File: config.mk
export PLATFORM = sky130hd
export DESIGN_NAME = ofc_counters
export DESIGN_NICKNAME = d
export VERILOG_FILES = /design/src/verilog/ofc_pkg.sv /design/src/verilog/ofc_counters.sv
export VERILOG_INCLUDE_DIRS = /design/src /design/src/verilog
export SDC_FILE = /design/constraint.sdc
export NUM_CORES = 1
export LEC_CHECK = 0
export BUFFER_PORTS_ARGS = -buffer_cell sky130_fd_sc_hd__buf_2
export CORE_MARGIN = 5
export CORE_UTILIZATION = 30
export CTS_CLUSTER_SIZE = 10
export DETAILED_ROUTE_END_ITERATION = 6
export PLACE_DENSITY = 0.58
export SLEW_MARGIN = 20
export SYNTH_ARGS = -nofsm -noshare
export SYNTH_HDL_FRONTEND = slang
export SYNTH_SLANG_ARGS = --single-unit
File: constraint.sdc
create_clock -name clk -period 2.6 [get_ports clk]
set_input_delay 0.26 -clock clk [delete_from_list [all_inputs] [get_ports clk]]
set_output_delay 0.26 -clock clk [all_outputs]
set_load 0.02 [all_outputs]
File: src/verilog/ofc_params.svh
`ifndef OFC_PARAMS_SVH
`define OFC_PARAMS_SVH

// Register index (printed offset); byte address is four times the index
`define OFC_FRAMES_UPPER_IDX        8'h98
`define OFC_FRAMES_LOWER_IDX        8'h99
`define OFC_ERR_FRAMES_UPPER_IDX    8'h9a
`define OFC_ERR_FRAMES_LOWER_IDX    8'h9b
`define OFC_LINES_UPPER_IDX         8'h9c
`define OFC_LINES_LOWER_IDX         8'h9d
`define OFC_ERR_LINES_UPPER_IDX     8'h9e
`define OFC_ERR_LINES_LOWER_IDX     8'h9f

// Field positions inside a 16-bit counter
`define OFC_UPPER_MSB               15
`define OFC_UPPER_LSB               8
`define OFC_LOWER_MSB               7
`define OFC_LOWER_LSB               0

// Reset values
`define OFC_COUNT_RESET             16'h0000
`define OFC_HOLD_RESET              8'h00

// Full-scale count at which counters stop
`define OFC_COUNT_MAX               16'hffff

// Read data on an unmapped address
`define OFC_UNMAPPED_DATA           32'h0000_0000

`endif

File: src/verilog/ofc_pkg.sv
package ofc_pkg;

    // Counter selector
    typedef enum logic [1:0] {
        OFC_SEL_FRAMES     = 2'h0,
        OFC_SEL_ERR_FRAMES = 2'h1,
        OFC_SEL_LINES      = 2'h2,
        OFC_SEL_ERR_LINES  = 2'h3
    } ofc_sel_t;

    // Events reported by the output port logic
    typedef struct packed {
        logic frame_done;
        logic frame_err;
        logic line_done;
        logic line_err;
    } ofc_events_t;

    // Avalon-MM request from the master
    typedef struct packed {
        logic [7:0]  address;
        logic        read;
        logic        write;
        logic [31:0] writedata;
        logic [3:0]  byteenable;
    } ofc_avm_req_t;

    // Bus state machine
    typedef enum logic [2:0] {
        OFC_ST_IDLE = 3'b001,
        OFC_ST_ACK  = 3'b010,
        OFC_ST_DONE = 3'b100
    } ofc_state_t;

endpackage : ofc_pkg
File: src/verilog/ofc_counters.sv
`timescale 1ns/10ps
`default_nettype none
`include "ofc_params.svh"

//
// Contract
// - A frame-total lower read returns the low byte held by the last upper read and leaves the counter alone.
// - A frame-total upper read returns bits 15:8, holds bits 7:0 for the lower register and clears the counter.
// - An errored-frame upper read returns bits 15:8, holds the low byte and clears the counter.
// - The errored-frame lower register returns the held low byte; software reads the upper byte first.
// - A line-total upper read returns bits 15:8, holds bits 7:0 and clears the counter.
// - The line-total lower register returns the held low byte with no side effect; upper is read first.
// - An errored-line upper read returns bits 15:8, holds the low byte and clears the counter.
// - The errored-line lower register returns the held low byte with no side effect; upper first.
module ofc_counters (
    // Clock and reset
    input  wire logic                 clk,
    input  wire logic                 nrst,
    // Avalon-MM slave
    input  wire ofc_pkg::ofc_avm_req_t avm_req,
    output var  logic [31:0]          avm_readdata,
    output var  logic                 avm_waitrequest,
    // Output port 1 events
    input  wire ofc_pkg::ofc_events_t  port_events
);

    // Four 16-bit counters and their low-byte holding registers
    logic [15:0] count_reg [4];
    logic [7:0]  hold_reg  [4];
    ofc_pkg::ofc_state_t state_reg;
    logic [2:0]  dec;
    logic [1:0]  sel;
    logic        is_upper;
    logic        hit;
    logic        clr_pulse;
    logic [3:0]  step;
    logic [31:0] rdata_next;

    // Saturating increment used by all four counters
    function automatic logic [15:0] ofc_sat_inc(input logic [15:0] v);
        if (v == `OFC_COUNT_MAX) begin
            return v;
        end
        return v + 16'h0001;
    endfunction : ofc_sat_inc

    // Address decode: index 0x98..0x9f, even is upper, odd is lower
    function automatic logic [2:0] ofc_decode(input logic [7:0] idx);
        logic [7:0] rel;
        rel = idx - `OFC_FRAMES_UPPER_IDX;
        return rel[2:0];
    endfunction : ofc_decode

    // Byte address carries the index in bits 9:2; the word address is the index itself
    // A function result cannot be sliced directly, so it lands in dec first
    always_comb begin
        dec      = ofc_decode(avm_req.address);
        hit      = (avm_req.address >= `OFC_FRAMES_UPPER_IDX)
                && (avm_req.address <= `OFC_ERR_LINES_LOWER_IDX);
        sel      = dec[2:1];
        is_upper = ~dec[0];
    end

    // Event steps in counter order frames, err frames, lines, err lines
    // event counting
    always_comb begin
        step[ofc_pkg::OFC_SEL_FRAMES]     = port_events.frame_done;
        step[ofc_pkg::OFC_SEL_ERR_FRAMES] = port_events.frame_done
                                          & port_events.frame_err;
        step[ofc_pkg::OFC_SEL_LINES]      = port_events.line_done;
        step[ofc_pkg::OFC_SEL_ERR_LINES]  = port_events.line_done
                                          & port_events.line_err;
    end

    // One read is acted on once, in the cycle the answer is prepared
    assign clr_pulse = (state_reg == ofc_pkg::OFC_ST_IDLE) & avm_req.read
                     & hit & is_upper;

    // Bus handshake: one wait cycle, then answer, then a recovery cycle
    always_ff @(posedge clk) begin
        if (!nrst) begin
            state_reg <= ofc_pkg::OFC_ST_IDLE;
        end else begin
            unique case (state_reg)
                ofc_pkg::OFC_ST_IDLE: begin
                    if (avm_req.read || avm_req.write) begin
                        state_reg <= ofc_pkg::OFC_ST_ACK;
                    end
                end
                ofc_pkg::OFC_ST_ACK: begin
                    state_reg <= ofc_pkg::OFC_ST_DONE;
                end
                ofc_pkg::OFC_ST_DONE: begin
                    state_reg <= ofc_pkg::OFC_ST_IDLE;
                end
            endcase
        end
    end

    // Waitrequest is low only in the answer cycle
    always_ff @(posedge clk) begin
        if (!nrst) begin
            avm_waitrequest <= 1'b1;
        end else begin
            avm_waitrequest <= ~((state_reg == ofc_pkg::OFC_ST_IDLE)
                                & (avm_req.read | avm_req.write));
        end
    end

    // Read data mux; writes are accepted and ignored since all are RO
    // lower from hold
    always_comb begin
        rdata_next = `OFC_UNMAPPED_DATA;
        if (hit) begin
            if (is_upper) begin
                rdata_next[7:0] =
                    count_reg[sel][`OFC_UPPER_MSB:`OFC_UPPER_LSB];
            end else begin
                rdata_next[7:0] = hold_reg[sel];
            end
        end
    end

    // Read data is registered with the answer
    always_ff @(posedge clk) begin
        if (!nrst) begin
            avm_readdata <= `OFC_UNMAPPED_DATA;
        end else if (state_reg == ofc_pkg::OFC_ST_IDLE && avm_req.read) begin
            avm_readdata <= rdata_next;
        end
    end

    // Counters: a clearing read wins, but an event in that same cycle
    // restarts the count at one so no event is lost.
    // upper read clears
    always_ff @(posedge clk) begin
        if (!nrst) begin
            for (int i = 0; i < 4; i++) begin
                count_reg[i] <= `OFC_COUNT_RESET;
            end
        end else begin
            for (int i = 0; i < 4; i++) begin
                if (clr_pulse && sel == i[1:0]) begin
                    count_reg[i] <= {15'h0000, step[i]};
                end else if (step[i]) begin
                    count_reg[i] <= ofc_sat_inc(count_reg[i]);
                end
            end
        end
    end

    // Snapshot of the low byte taken by the clearing upper read
    // low byte snapshot
    always_ff @(posedge clk) begin
        if (!nrst) begin
            for (int i = 0; i < 4; i++) begin
                hold_reg[i] <= `OFC_HOLD_RESET;
            end
        end else if (clr_pulse) begin
            hold_reg[sel] <= count_reg[sel][`OFC_LOWER_MSB:`OFC_LOWER_LSB];
        end
    end

    upper_clears_a: assert property (
        @(posedge clk) disable iff (!nrst)
        clr_pulse && !step[sel] |=> count_reg[$past(sel)] == 16'h0000)
        else $error("counter not cleared by upper read");

    hold_stable_a: assert property (
        @(posedge clk) disable iff (!nrst)
        !clr_pulse |=> $stable(hold_reg[0]))
        else $error("frame hold changed without upper read");

    upper_data_a: assert property (
        @(posedge clk) disable iff (!nrst)
        clr_pulse |=> avm_readdata[7:0] == $past(count_reg[sel][15:8]))
        else $error("upper read returned wrong byte");

    lower_data_a: assert property (
        @(posedge clk) disable iff (!nrst)
        state_reg == ofc_pkg::OFC_ST_IDLE && avm_req.read && hit
        && !is_upper |=> avm_readdata[7:0] == $past(hold_reg[sel]))
        else $error("lower read returned wrong byte");

    hold_capture_a: assert property (
        @(posedge clk) disable iff (!nrst)
        clr_pulse |=> hold_reg[$past(sel)] == $past(count_reg[sel][7:0]))
        else $error("low byte not captured");

    lower_no_clear_a: assert property (
        @(posedge clk) disable iff (!nrst)
        !clr_pulse && !step[2] |=> $stable(count_reg[2]))
        else $error("line counter changed without cause");

    wait_bound_a: assert property (
        @(posedge clk) disable iff (!nrst)
        state_reg == ofc_pkg::OFC_ST_IDLE && avm_req.read
        |=> !avm_waitrequest ##1 avm_waitrequest)
        else $error("answer not one cycle after request");

    err_hold_a: assert property (
        @(posedge clk) disable iff (!nrst)
        !clr_pulse |=> $stable(hold_reg[3]))
        else $error("errored line hold changed");

    saturate_a: assert property (
        @(posedge clk) disable iff (!nrst)
        count_reg[0] == `OFC_COUNT_MAX && !clr_pulse
        |=> count_reg[0] == `OFC_COUNT_MAX)
        else $error("frame counter wrapped");

    err_only_a: assert property (
        @(posedge clk) disable iff (!nrst)
        !port_events.frame_err && !clr_pulse |=> $stable(count_reg[1]))
        else $error("errored frame counted without error");

    err_frame_clear_a: assert property (
        @(posedge clk) disable iff (!nrst)
        clr_pulse && sel == 2'h1 && !step[1]
        |=> count_reg[1] == `OFC_COUNT_RESET)
        else $error("errored frame counter not cleared");

    line_clear_a: assert property (
        @(posedge clk) disable iff (!nrst)
        clr_pulse && sel == 2'h2 && !step[2]
        |=> count_reg[2] == `OFC_COUNT_RESET)
        else $error("line counter not cleared");

    err_line_clear_a: assert property (
        @(posedge clk) disable iff (!nrst)
        clr_pulse && sel == 2'h3 && !step[3]
        |=> count_reg[3] == `OFC_COUNT_RESET)
        else $error("errored line counter not cleared");

    err_line_hold_a: assert property (
        @(posedge clk) disable iff (!nrst)
        clr_pulse && sel == 2'h3
        |=> hold_reg[3] == $past(count_reg[3][7:0]))
        else $error("errored line low byte not captured");

    err_frame_hold_a: assert property (
        @(posedge clk) disable iff (!nrst)
        clr_pulse && sel == 2'h1
        |=> hold_reg[1] == $past(count_reg[1][7:0]))
        else $error("errored frame low byte not captured");

    err_frame_keep_a: assert property (
        @(posedge clk) disable iff (!nrst)
        !(clr_pulse && sel == 2'h1) |=> $stable(hold_reg[1]))
        else $error("errored frame hold changed");

    line_hold_keep_a: assert property (
        @(posedge clk) disable iff (!nrst)
        !(clr_pulse && sel == 2'h2) |=> $stable(hold_reg[2]))
        else $error("line hold changed");

    frame_keep_a: assert property (
        @(posedge clk) disable iff (!nrst)
        avm_req.read && hit && !is_upper && !step[0]
        |=> $stable(count_reg[0]))
        else $error("frame counter changed by lower read");

    err_line_keep_a: assert property (
        @(posedge clk) disable iff (!nrst)
        avm_req.read && hit && !is_upper && !step[3]
        |=> $stable(count_reg[3]))
        else $error("errored line counter changed by lower read");

    err_line_only_a: assert property (
        @(posedge clk) disable iff (!nrst)
        !port_events.line_err && !clr_pulse |=> $stable(count_reg[3]))
        else $error("errored line counted without error");

    line_saturate_a: assert property (
        @(posedge clk) disable iff (!nrst)
        count_reg[2] == `OFC_COUNT_MAX && !(clr_pulse && sel == 2'h2)
        |=> count_reg[2] == `OFC_COUNT_MAX)
        else $error("line counter wrapped");

    err_line_sat_a: assert property (
        @(posedge clk) disable iff (!nrst)
        count_reg[3] == `OFC_COUNT_MAX && !(clr_pulse && sel == 2'h3)
        |=> count_reg[3] == `OFC_COUNT_MAX)
        else $error("errored line counter wrapped");

    write_ignored_a: assert property (
        @(posedge clk) disable iff (!nrst)
        state_reg == ofc_pkg::OFC_ST_IDLE && avm_req.write && !step[0]
        |=> $stable(count_reg[0]))
        else $error("write disturbed frame counter");

    data_width_a: assert property (
        @(posedge clk) disable iff (!nrst)
        !avm_waitrequest |-> avm_readdata[31:8] == 24'h00_0000)
        else $error("read data upper bits not zero");

    unmapped_a: assert property (
        @(posedge clk) disable iff (!nrst)
        state_reg == ofc_pkg::OFC_ST_IDLE && avm_req.read && !hit
        |=> avm_readdata == `OFC_UNMAPPED_DATA)
        else $error("unmapped read not zero");

    // Main scenarios: clearing read, lower read, clash, saturation, write
    write_c: cover property (@(posedge clk)
        avm_req.write && !avm_waitrequest);
    upper_read_c: cover property (@(posedge clk) clr_pulse);
    lower_read_c: cover property (@(posedge clk)
        avm_req.read && hit && !is_upper && !avm_waitrequest);
    clear_event_c: cover property (@(posedge clk) clr_pulse && step[sel]);
    saturated_c: cover property (@(posedge clk) count_reg[2] == 16'hffff);

endmodule : ofc_counters

`default_nettype wire

**Word-level counts from Yosys, hierarchy flattened**

Memories as Yosys holds them, arrays and structs flattened.
Cells that the tools add are included.

- Register bits after elaboration: 12
- Memory bits (writable): 96
- Bits of input ports: 52
- Memories kept: 2

- Add/sub/neg operators: 5
- $lt $le $gt $ge: 2
- Equal/unequal tests: 11
- Muxes and demuxes: 83
- Bitwise logic cells: 17
- Reductions and logical operators: 9

Memories:

| memory | depth | width | read ports | clocked after memory_dff | write ports | RTL line | text |
|---|---|---|---|---|---|---|---|
| count_reg | 4 | 16 | 5 | 0 | 4 | ofc_counters.sv:28 | `logic [15:0] count_reg [4];` |
| hold_reg | 4 | 8 | 1 | 0 | 4 | ofc_counters.sv:29 | `logic [7:0] hold_reg [4];` |

Operators by type and width:

| kind | number |
|---|---|
| $mux 16 | 28 |
| $add 16x1->16 const B | 4 |
| $eq 16x16->1 const B | 4 |
| $mux 1 | 49 |
| $mux 8 | 3 |
| $or 1x1->1 | 9 |
| $pmux 3 s3 | 1 |
| $ge 8x8->1 const B | 1 |
| $le 8x8->1 const B | 1 |
| $reduce_or 8->1 | 1 |
| $and 1x1->1 | 6 |
| $logic_and 1x1->1 | 6 |
| $eq 2x2->1 const B | 2 |
| $eq 3x1->1 const B | 1 |
| $eq 3x2->1 const B | 1 |
| $eq 3x3->1 const B | 1 |
| $mux 3 | 1 |
| $sub 3x1->3 const B | 1 |
| $eq 2x1->1 const B | 1 |
| $logic_not 2->1 | 1 |
| $mux 2 | 1 |
| $ne 2x2->1 const B | 1 |
| $not 1->1 | 2 |
| $logic_or 1x1->1 | 1 |

**Logic depth before layout (Yosys ltp)**

Gate-level depths: netlist of run 1.

- Depth after elaboration: 12
- Mapped depth: 7

**Worst setup path after synthesis of run 1**

OpenSTA, ideal clock, no wires.

- Kind: flip-flop to flip-flop
- Start point: mem count_reg[3][0]
- End point: mem count_reg[3][0], enable pin
- Arrival: 1.882 ns
- Setup slack: 0.325 ns
- Cell stages (with the launch flop): 6
- Buffers on the path: 0
- Cell sequence: edfxtp_1 > ha_1 > and4_1 > nand4_1 > nor2_1 > o21bai_1

RTL lines:

| element | RTL line |
|---|---|
| start: declaration | ofc_counters.sv:28 |

==> qor.yml, run 1 <==
status: "finished, final reports clean"
place_ws_ns: 0.395
final_antenna_net_count: 0
fp.dieArea_um2: 22800
start_util: 0.305
die_h_um: 151
cts_setup_buffers: 0
timing.final.crit_share: 0.819
cts.clk_slew.worst_paths_ns: 0.07
cts_sinks: 108
drtIter0Drc: 336
synth-compound-area-share: 0.0418
syn-cell-area_um2: 5960
drv_cap: 0
grtUsageTotal: 0.123
gp_congestion: 0.828
fill_cells: 1952
synthSimpleGateAreaFrac: 0.191
first_pass_iters: 5
seq_area_um2: 3120
grt_max_degree: 31
peakVddDrop_mv: 0.300
clock-root-buffer: "clkbuf_16"
nNetsFinal: 589
dpl.hpwl_mm: 10.4
setup_violations: 0
num_rows: 51
slew_violations: 0
numCtsBuffers: 9
worst_skew_pair.late_latency_ns: 0.35
io_pins: 85
endpoint_kind: "flop"
n_antenna_cell: 0
cts_max_level: 3
timing.setup.tns_ns: 0
syn_avg_cell_area_um2: 11.9
ys_seq_area_frac: 0.524
vias: 3917
ys.flop_type: "edfxtp_1"
grt_pass1_vias: 3822
synth_seq_cells: 108
finish.utilization: 0.339
power_density_nw_per_um2: 557
hold_viol: 0
worst_slack_ns: 0.471
synth_top_family_by_area: "simple AND/OR/NAND/NOR gates"
hold_class: "input port to flop"
synthAdderAreaFrac: 0.00840
wire_per_inst_um: 17.0
p_leak_nw: 2.27
async_flop_share: 0
worst_pin_slew_ns: 0.735
min_period_ns: 2.13
drive_above_1_share: 0.177
chipWidth_um: 151
ys_warn_count: 0
cts-resized-gates: 0
route.detailed.drc: 0
critPathKind: "flop to flop"
startpoint_type: "flop"
cp_data_arrival_time_ns: 2.17
synth-edff-count: 96
synthToLayoutAreaGrowth_pct: 10.9
largest_reg_flops: 64
maxSlewHeadroom: 0.510
routed_wl_mm: 13.6
fmax_ghz: 0.470
required_ns: 2.64
ys_types: 40
core_um2: 19500
clock_skew_ns: 0.00794
synth_cells: 500
synthMuxAreaShare: 0.106
grt_overflow: 0
cts_tree: "built"
grt_pass1_wl_mm: 21.4
rsz0062_at_grt: "false"
multiInputGateArea_um2: 2610
critical_path_peak_fanout: 16
via_per_inst: 4.89
cts.path.max_buffers: 2
synth_xor_area_frac: 0.0750
port-buffer-count: 24
ctsHoldBuffers: 0
antenna_found_initial: 1
## placed cells by master, fill, tap and decap left out, drive strengths merged, types with 10 or more instances in the layout
cell	instances
a21oi	10
and2	23
buf	42
clkbuf	11
conb	24
dfxtp	12
edfxtp	96
inv	12
mux4	24
nand2	25
nand3	25
nand4	20
nor2	66
nor3	13
xnor2	28
xor2	23
## kinds of logic (layout without fill, tap and decap cells)
group                      after synthesis  after routing
and+or+nand+nor                        217            217
DFF                                    108            108
buffers and inverters                   55             68
xor gates and xnor gates                51             51
AOI/OAI and AO/OA                       32             32
muxes                                   32             32
adders and majority gates                4              4
other                                    1             24
## Yosys cell counts (7+ instances only)
| cell type | n | area share |
|---|---|---|
| dfxtp_1 | 12 | 0.040 |
| xnor2_1 | 28 | 0.041 |
| a21oi_1 | 10 | 0.0084 |
| nor2_1 | 66 | 0.042 |
| mux4_2 | 24 | 0.091 |
| nor3_1 | 13 | 0.011 |
| clkbuf_1 | 7 | 0.0044 |
| edfxtp_1 | 96 | 0.48 |
| and3_1 | 7 | 0.0073 |
| nor2b_1 | 9 | 0.0094 |
| and2_1 | 23 | 0.024 |
| inv_1 | 12 | 0.0076 |
| mux2_2 | 8 | 0.015 |
| buf_2 | 9 | 0.0076 |
| buf_4 | 26 | 0.033 |
| a22o_1 | 8 | 0.012 |
| nand4_1 | 20 | 0.021 |
| xor2_1 | 23 | 0.034 |
| nor4_1 | 8 | 0.0084 |
| nand3_1 | 24 | 0.020 |
| and4_1 | 7 | 0.010 |
| nand2_1 | 25 | 0.016 |
## critical path, stage by stage, from the launching register on
cell      delay [ns]
dfxtp_1         0.34
and4bb_2        0.44
nand3_4         0.16
or4b_4          0.53
nand3_1         0.10
buf_4           0.24
## path summary, 6_finish.rpt
kind	start	to	slack, ns	cells after the start
setup / recovery	state_reg[2]	count_reg[2][10]	0.47	5
hold / removal	avm_req[36]	avm_waitrequest	0.24	3
setup reg to reg	state_reg[2]	count_reg[2][10]	0.47	5
hold reg to reg	avm_readdata[3]	avm_readdata[3]	0.48	1
## per-stage QoR
stage          cells  power, mW  cell area [um^2]  hold WS, ns
4_1_cts          801       3.71              6610        0.234
3_3_place_gp     787       2.47              6360        0.455
3_5_place_dp     787       2.48              6360        0.461
5_1_grt          801       3.83              6610        0.284
6_report         801       3.68              6610        0.245
2_1_floorplan    523       2.37              6050        0.442
## where the power goes
group | total (mW) | internal (mW) | leakage (nW) | switching [mW]
Combinational | 0.361 | 0.158 | 1.03 | 0.202
Sequential | 2.08 | 1.98 | 1.12 | 0.105
Clock | 1.24 | 0.637 | 0.121 | 0.605
## per-layer routing
layer	vias up	share of wire	wire length, um	track usage
li1	1874	-	-	-
met2	106	0.49	6660	0.204
met1	1924	0.44	5990	0.162
met5	-	0.00051	7	0
met4	2	0.010	140	0.0390
met3	11	0.062	845	0.0254
## final cells by class
cell class / instances / area share
Timing Repair Buffer: 42 / 0.0386
Tap cell: 265 / 0.0502
Clock buffer: 11 / 0.0352
Multi-Input combinational cell: 360 / 0.394
Inverter: 12 / 0.00681
Sequential cell: 108 / 0.472
Clock inverter: 3 / 0.00246
Note: power is estimated with default switching activity, not from simulation.
==> inputs of run 2 (changes only) <==
==> constraint.sdc (replaced) <==
create_clock -name clk -period 2 [get_ports clk]
set_input_delay 0.2 -clock clk [delete_from_list [all_inputs] [get_ports clk]]
set_output_delay 0.2 -clock clk [all_outputs]
set_load 0.02 [all_outputs]
==> qor.yml, run 2 (synthesis results as in run 1) <==
p_leak_nw: 2.55  # +12%
setup_violations: 0  # unchanged
via_per_inst: 4.82  # -1.5%
drv_cap: 0  # unchanged
grt_pass1_vias: 4084  # +6.9%
placed_cells: 827  # +5.1%
cts_setup_buffers: 0  # unchanged
chipWidth_um: 151  # unchanged
num_rows: 51  # unchanged
worst_pin_slew_ns: 0.524  # -0.211 ns
power_density_nw_per_um2: 750  # +35%
die_h_um: 151  # unchanged
route.detailed.drc: 0  # unchanged
n_antenna_cell: 0  # unchanged
gp_congestion: 0.797  # -3.7%
clock-root-buffer: "clkbuf_16"
place_ws_ns: -0.00843  # -0.404 ns
final_common_cell: "edfxtp_1"
hold_path.startpoint: "avm_req[36]"
fp.dieArea_um2: 22800  # unchanged
cts_max_level: 3  # unchanged
r2r_start: "state_reg[1]"
drive_above_1_share: 0.251  # +0.0736
synthToLayoutAreaGrowth_pct: 18.6
crit_family: "simple AND/OR/NAND/NOR gates"
cp_cell_sequence: "and4bb_2 -> nand3_4 -> or3_1 -> nand2_1"
cts_sinks: 108  # unchanged
cts.clk_slew.worst_paths_ns: 0.07  # about the same
antenna_found_initial: 1  # unchanged
required_ns: 2.03  # -0.61 ns
first_pass_iters: 4  # -1
slew_violations: 0  # unchanged
wire_per_inst_um: 16.6  # -2.7%
cts.path.max_buffers: 2  # unchanged
timing.final.crit_share: 0.952  # +0.133
largest_reg_flops: 64  # unchanged
worst_skew_pair.late_latency_ns: 0.36  # about the same
routed_wl_mm: 14.0  # +2.4%
critPathKind: "flop to flop"
crit_end: "hold_reg[1][6]"
grt_pass1_wl_mm: 22.4  # +4.5%
total_power_mw: 5.30  # +44%
final_cell_mix: "edfxtp_1, nor2_1, buf_4"
hold_class: "input port to flop"
grt_overflow: 0  # unchanged
dpl.hpwl_mm: 10.9  # +4.5%
endpoint_kind: "flop"
start_util: 0.305  # unchanged
status: "finished, final reports clean"
r2r_cells: 4  # -1
maxSlewHeadroom: 0.649  # +0.139
startpoint: "state_reg[1]"
final_antenna_net_count: 0  # unchanged
cp_data_arrival_time_ns: 1.93  # -0.24 ns
rsz0062_at_grt: "false"
nNetsFinal: 629  # +6.8%
io_pins: 85  # unchanged
critPathBufInv: 0  # -1
path_depth: 4  # -1
r2r_end: "hold_reg[1][6]"
peakVddDrop_mv: 0.352  # +17%
critical_path_peak_fanout: 8  # -8
vias: 4062  # +3.7%
grt_max_degree: 19  # -39%
fill_cells: 1893  # -3.0%
fmax_ghz: 0.525  # +12%
min_period_ns: 1.90  # -0.226 ns
grtUsageTotal: 0.129  # +0.00592
hold_viol: 0  # unchanged
cts_tree: "built"
port-buffer-count: 24  # unchanged
crit_slowest_cell: "or3_1"
drtIter0Drc: 358  # +6.5%
finish.utilization: 0.362  # +0.0235
core_um2: 19500  # unchanged
instances_no_fill: 843  # +5.2%
worst_slack_ns: 0.0965  # -0.374 ns
reg2reg_setup_slack_ns: 0.1  # -0.37 ns
clock_skew_ns: 0.00731  # -0.000633 ns
numCtsBuffers: 9  # unchanged
timing.setup.tns_ns: 0  # unchanged
startpoint_type: "flop"
cpPeakStageDelay_ns: 0.46  # -0.07 ns
[run 2: cell count changes in the layout (fill, tap and decap cells not counted), sizes merged]
cell,change
buf,+40
inv,+1
bufinv,+3
clkbuf,-1
clkinv,-1
[run 2: worst min-delay path by stage]
stage / slack, ns / end / cells past startpoint
2_1_floorplan: 0.42 / avm_waitrequest / 2
3_3_place_gp: 0.46 / state_reg[1] / 1
3_5_place_dp: 0.47 / avm_readdata[3] / 1
4_1_cts: 0.18 / avm_waitrequest / 3
5_1_grt: 0.20 / avm_waitrequest / 3
6_report: 0.19 / avm_waitrequest / 3
[run 2: tightest hold or removal path, delay by kind of cell]
kind / cells / cell delay [ns]
compound gates: 1 / 0.12
simple gates: 1 / 0.10
buf+inv: 1 / 0.10
[run 2: area by class of cell]
type                            instances  area [um^2]  share of cell area
Sequential cell                       108         3120               0.442
Multi-Input combinational cell        360         2640               0.373
Timing Repair Buffer                   82          593              0.0839
Tap cell                              265          332              0.0469
Clock buffer                           10          229              0.0324
Clock inverter                          6          111              0.0158
Inverter                               12         45.0             0.00637
[run 2: timing repair]
item / CTS / global route
gates resized for setup: 1 / 1
hold buffers: 0 / 0
cloned: 0 / 0
setup endpoints to repair: 16 / 8
[run 2: report_power, final]
part           switching (mW)  internal (mW)  total (mW)
logic                   0.316          0.258       0.574
clock network           0.836           1.23        2.07
registers              0.0953           2.57        2.66
total                    1.25           4.06        5.30
[run 2: metrics by stage]
step	hold WS, ns	area (um^2)
floorplan	0.422	6060
global placement	0.461	6720
detailed placement	0.474	6720
CTS	0.178	7070
global route	0.196	7070
finish	0.190	7070
[run 2: layer usage]
layer  GRT usage  vias to the layer above  part of all wire
met5           0                        -           0.00093
met4      0.0390                        2             0.018
met3      0.0299                       18             0.054
met2       0.216                       98              0.49
met1       0.167                     1993              0.43
li1            -                     1951                 -
==> inputs of run 3 (changes only) <==
--- a/config.mk
+++ b/config.mk
@@ -6,6 +6,7 @@
 export SDC_FILE = /design/constraint.sdc
 export NUM_CORES = 1
 export LEC_CHECK = 0
+export ABC_AREA = 1
 export BUFFER_PORTS_ARGS = -buffer_cell sky130_fd_sc_hd__buf_2
 export CORE_MARGIN = 5
 export CORE_UTILIZATION = 30
==> qor.yml, run 3 <==
cts_sinks: 108  # unchanged
port-buffer-count: 24  # unchanged
largest_reg_flops: 64  # unchanged
synth_area_leaders: "edfxtp_1, nand2_1, inv_1"
cp_data_arrival_time_ns: 1.80  # -0.13 ns
startpoint_type: "flop"
placed_area_um2: 7140  # +6.2%
worst_skew_pair.late_latency_ns: 0.36  # about the same
die_h_um: 159  # +5.1%
chipWidth_um: 159  # +5.1%
synthToLayoutAreaGrowth_pct: 12.3
final_cell_mix: "nand2_1, nor2_1, inv_1"
cts.clk_slew.worst_paths_ns: 0.08  # about the same
ctsHoldBuffers: 0  # unchanged
postLayoutCellArea_um2: 7440  # +5.2%
r2r_end: "hold_reg[3][7]"
hold_path.startpoint: "avm_req[36]"
whs_endpoint: "avm_waitrequest"
core_um2: 21800  # +11%
drive_above_1_share: 0.123  # -0.128
syn_avg_cell_area_um2: 7.78  # -35%
antenna_found_initial: 0  # -1
power_density_nw_per_um2: 684  # -8.8%
ys_warn_count: 0  # unchanged
r2r_cells: 6  # +2
grt_max_degree: 31  # +12
fill_cells: 2342  # +24%
critPathKind: "flop to flop"
netlist.area_leader.share: 0.435  # -0.0484
route.detailed.drc: 0  # unchanged
dpl.hpwl_mm: 12.3  # +14%
hold_depth: 4  # +1
routed_wl_mm: 15.9  # +14%
async_flop_share: 0  # unchanged
ys.flop_type: "edfxtp_1"
cts_setup_buffers: 0  # unchanged
drtIter0Drc: 381  # +6.4%
fp.dieArea_um2: 25100  # +10%
critical_path_peak_fanout: 8  # unchanged
endpoint_kind: "flop"
synth-edff-count: 96  # unchanged
cts-resized-gates: 0  # -1
gp_congestion: 0.817  # +2.5%
fmax_ghz: 0.561  # +6.8%
num_rows: 54  # +5.9%
yosysMostFrequentCell: "nand2_1"
ys_seq_area_frac: 0.472  # -0.0525
critPathBufInv: 1  # +1
numCtsBuffers: 9  # unchanged
grt_pass1_vias: 5097  # +25%
synth_area_leader_cell: "edfxtp_1"
drv_cap: 0  # unchanged
crit_slowest_cell: "dfxtp_1"
crit_family: "simple AND/OR/NAND/NOR gates"
clock_skew_ns: 0.00641  # -0.000898 ns
timing.final.crit_share: 0.891  # -0.0608
grtUsageTotal: 0.132  # +0.00288
p_leak_nw: 3.09  # +22%
final_antenna_net_count: 0  # unchanged
io_pins: 85  # unchanged
placed_cells: 1161  # +40%
rsz0062_at_grt: "false"
grt_pass1_wl_mm: 25.7  # +15%
peakVddDrop_mv: 0.382  # +8.7%
synth_cells: 851  # +70%
instances_no_fill: 1177  # +40%
vias: 5321  # +31%
setup_violations: 0  # unchanged
final_common_cell: "nand2_1"
cts_tree: "built"
grt_overflow: 0  # unchanged
slew_violations: 0  # unchanged
cpPeakStageDelay_ns: 0.37  # -0.09 ns
start_util: 0.304  # -0.000798
ys_types: 37  # -7.5%
cts.path.max_buffers: 2  # unchanged
min_period_ns: 1.78  # -0.122 ns
syn-cell-area_um2: 6620  # +11%
wire_per_inst_um: 13.5  # -18%
r2r_start: "state_reg[0]"
synth_seq_cells: 108  # unchanged
n_antenna_cell: 0  # unchanged
nNetsFinal: 948  # +51%
first_pass_iters: 5  # +1
hold_class: "input port to flop"
status: "finished, final reports clean"
reg2reg_setup_slack_ns: 0.22  # +0.12 ns
hold_viol: 0  # unchanged
clock-root-buffer: "clkbuf_16"
synth_common_cells: "nand2_1, inv_1, nor2_1"
hold_ws_ns: 0.141  # -0.0492 ns
cp_cell_sequence: "inv_2 -> nor3_4 -> nand2_4 -> nor2_8 -> nand3_1 -> nand2_1"
via_per_inst: 4.52  # -6.2%
required_ns: 2.02  # about the same
cts_max_level: 3  # unchanged
run 3: changes by cell type after synthesis, moves of 8 or more:
cell,delta
xnor2_1,-24
nor2_1,+44
nand3_1,+12
nor3_1,+8
a22o_1,-8
a21oi_1,+24
and2_1,-23
mux2_2,-8
nand2_1,+258
nor2b_1,-9
mux4_2,-24
inv_1,+99
run 3: layout make-up:
type	count	area [um^2]	area share
well taps	280	350	0.0471
clock buffers	11	264	0.0355
multi-input cells	606	2870	0.385
clock inverters	5	38.8	0.00521
flip-flops and latches	108	3120	0.420
inverters	114	433	0.0582
repair buffers	53	363	0.0488
run 3: through the flow:
step,total power [mW],setup TNS [ns],util,setup WS [ns]
5_1_grt,5.31,0,0.342,0.122
6_report,5.09,0,0.342,0.218
4_1_cts,5.13,0,0.342,0.187
3_5_place_dp,3.32,0,0.328,0.201
2_1_floorplan,3.15,-6.19,-,-0.107
3_3_place_gp,3.32,0,0.328,0.204
run 3: worst max path at each step:
stage	cells past startpoint	slack, ns	endpoint	from
global route	7	0.12	count_reg[0][7]	state_reg[0]
finish	6	0.22	hold_reg[3][7]	state_reg[0]
global placement	6	0.20	hold_reg[3][3]	avm_req[44]
detailed placement	6	0.20	hold_reg[3][1]	state_reg[0]
floorplan	6	-0.11	count_reg[1][0]	count_reg[1][0]
CTS	6	0.19	hold_reg[3][7]	state_reg[0]
run 3: power by group:
group	leakage [nW]	switching [mW]	total, mW	internal, mW
combinational	1.82	0.422	0.605	0.183
sequential	1.12	0.0979	2.67	2.57
clock	0.152	0.849	1.82	0.966
total	3.09	1.37	5.09	3.72
run 3: logic make-up after synthesis:
logic type,share of synthesized area
AND/OR/NAND/NOR,0.320
buffers and inverters,0.114
flip-flops,0.472
AO/OA/AOI/OAI,0.0435
XOR/XNOR,0.0423
adder cells (fa/ha/maj),0.00756
other,0.000566
run 3: worst reg2reg max path, cell delays in order (launching register included):
cell,delay (ns)
dfxtp_1,0.37
inv_2,0.07
nor3_4,0.19
nand2_4,0.11
nor2_8,0.16
nand3_1,0.20
nand2_1,0.36
run 3: routing by layer:
metal	vias up	track usage	routed length, um	part of all wire
li1	2749	-	-	-
met1	2432	0.178	7430	0.47
met2	121	0.217	7500	0.47
met3	19	0.0196	686	0.043
met4	0	0.0447	282	0.018
met5	-	0	0	0
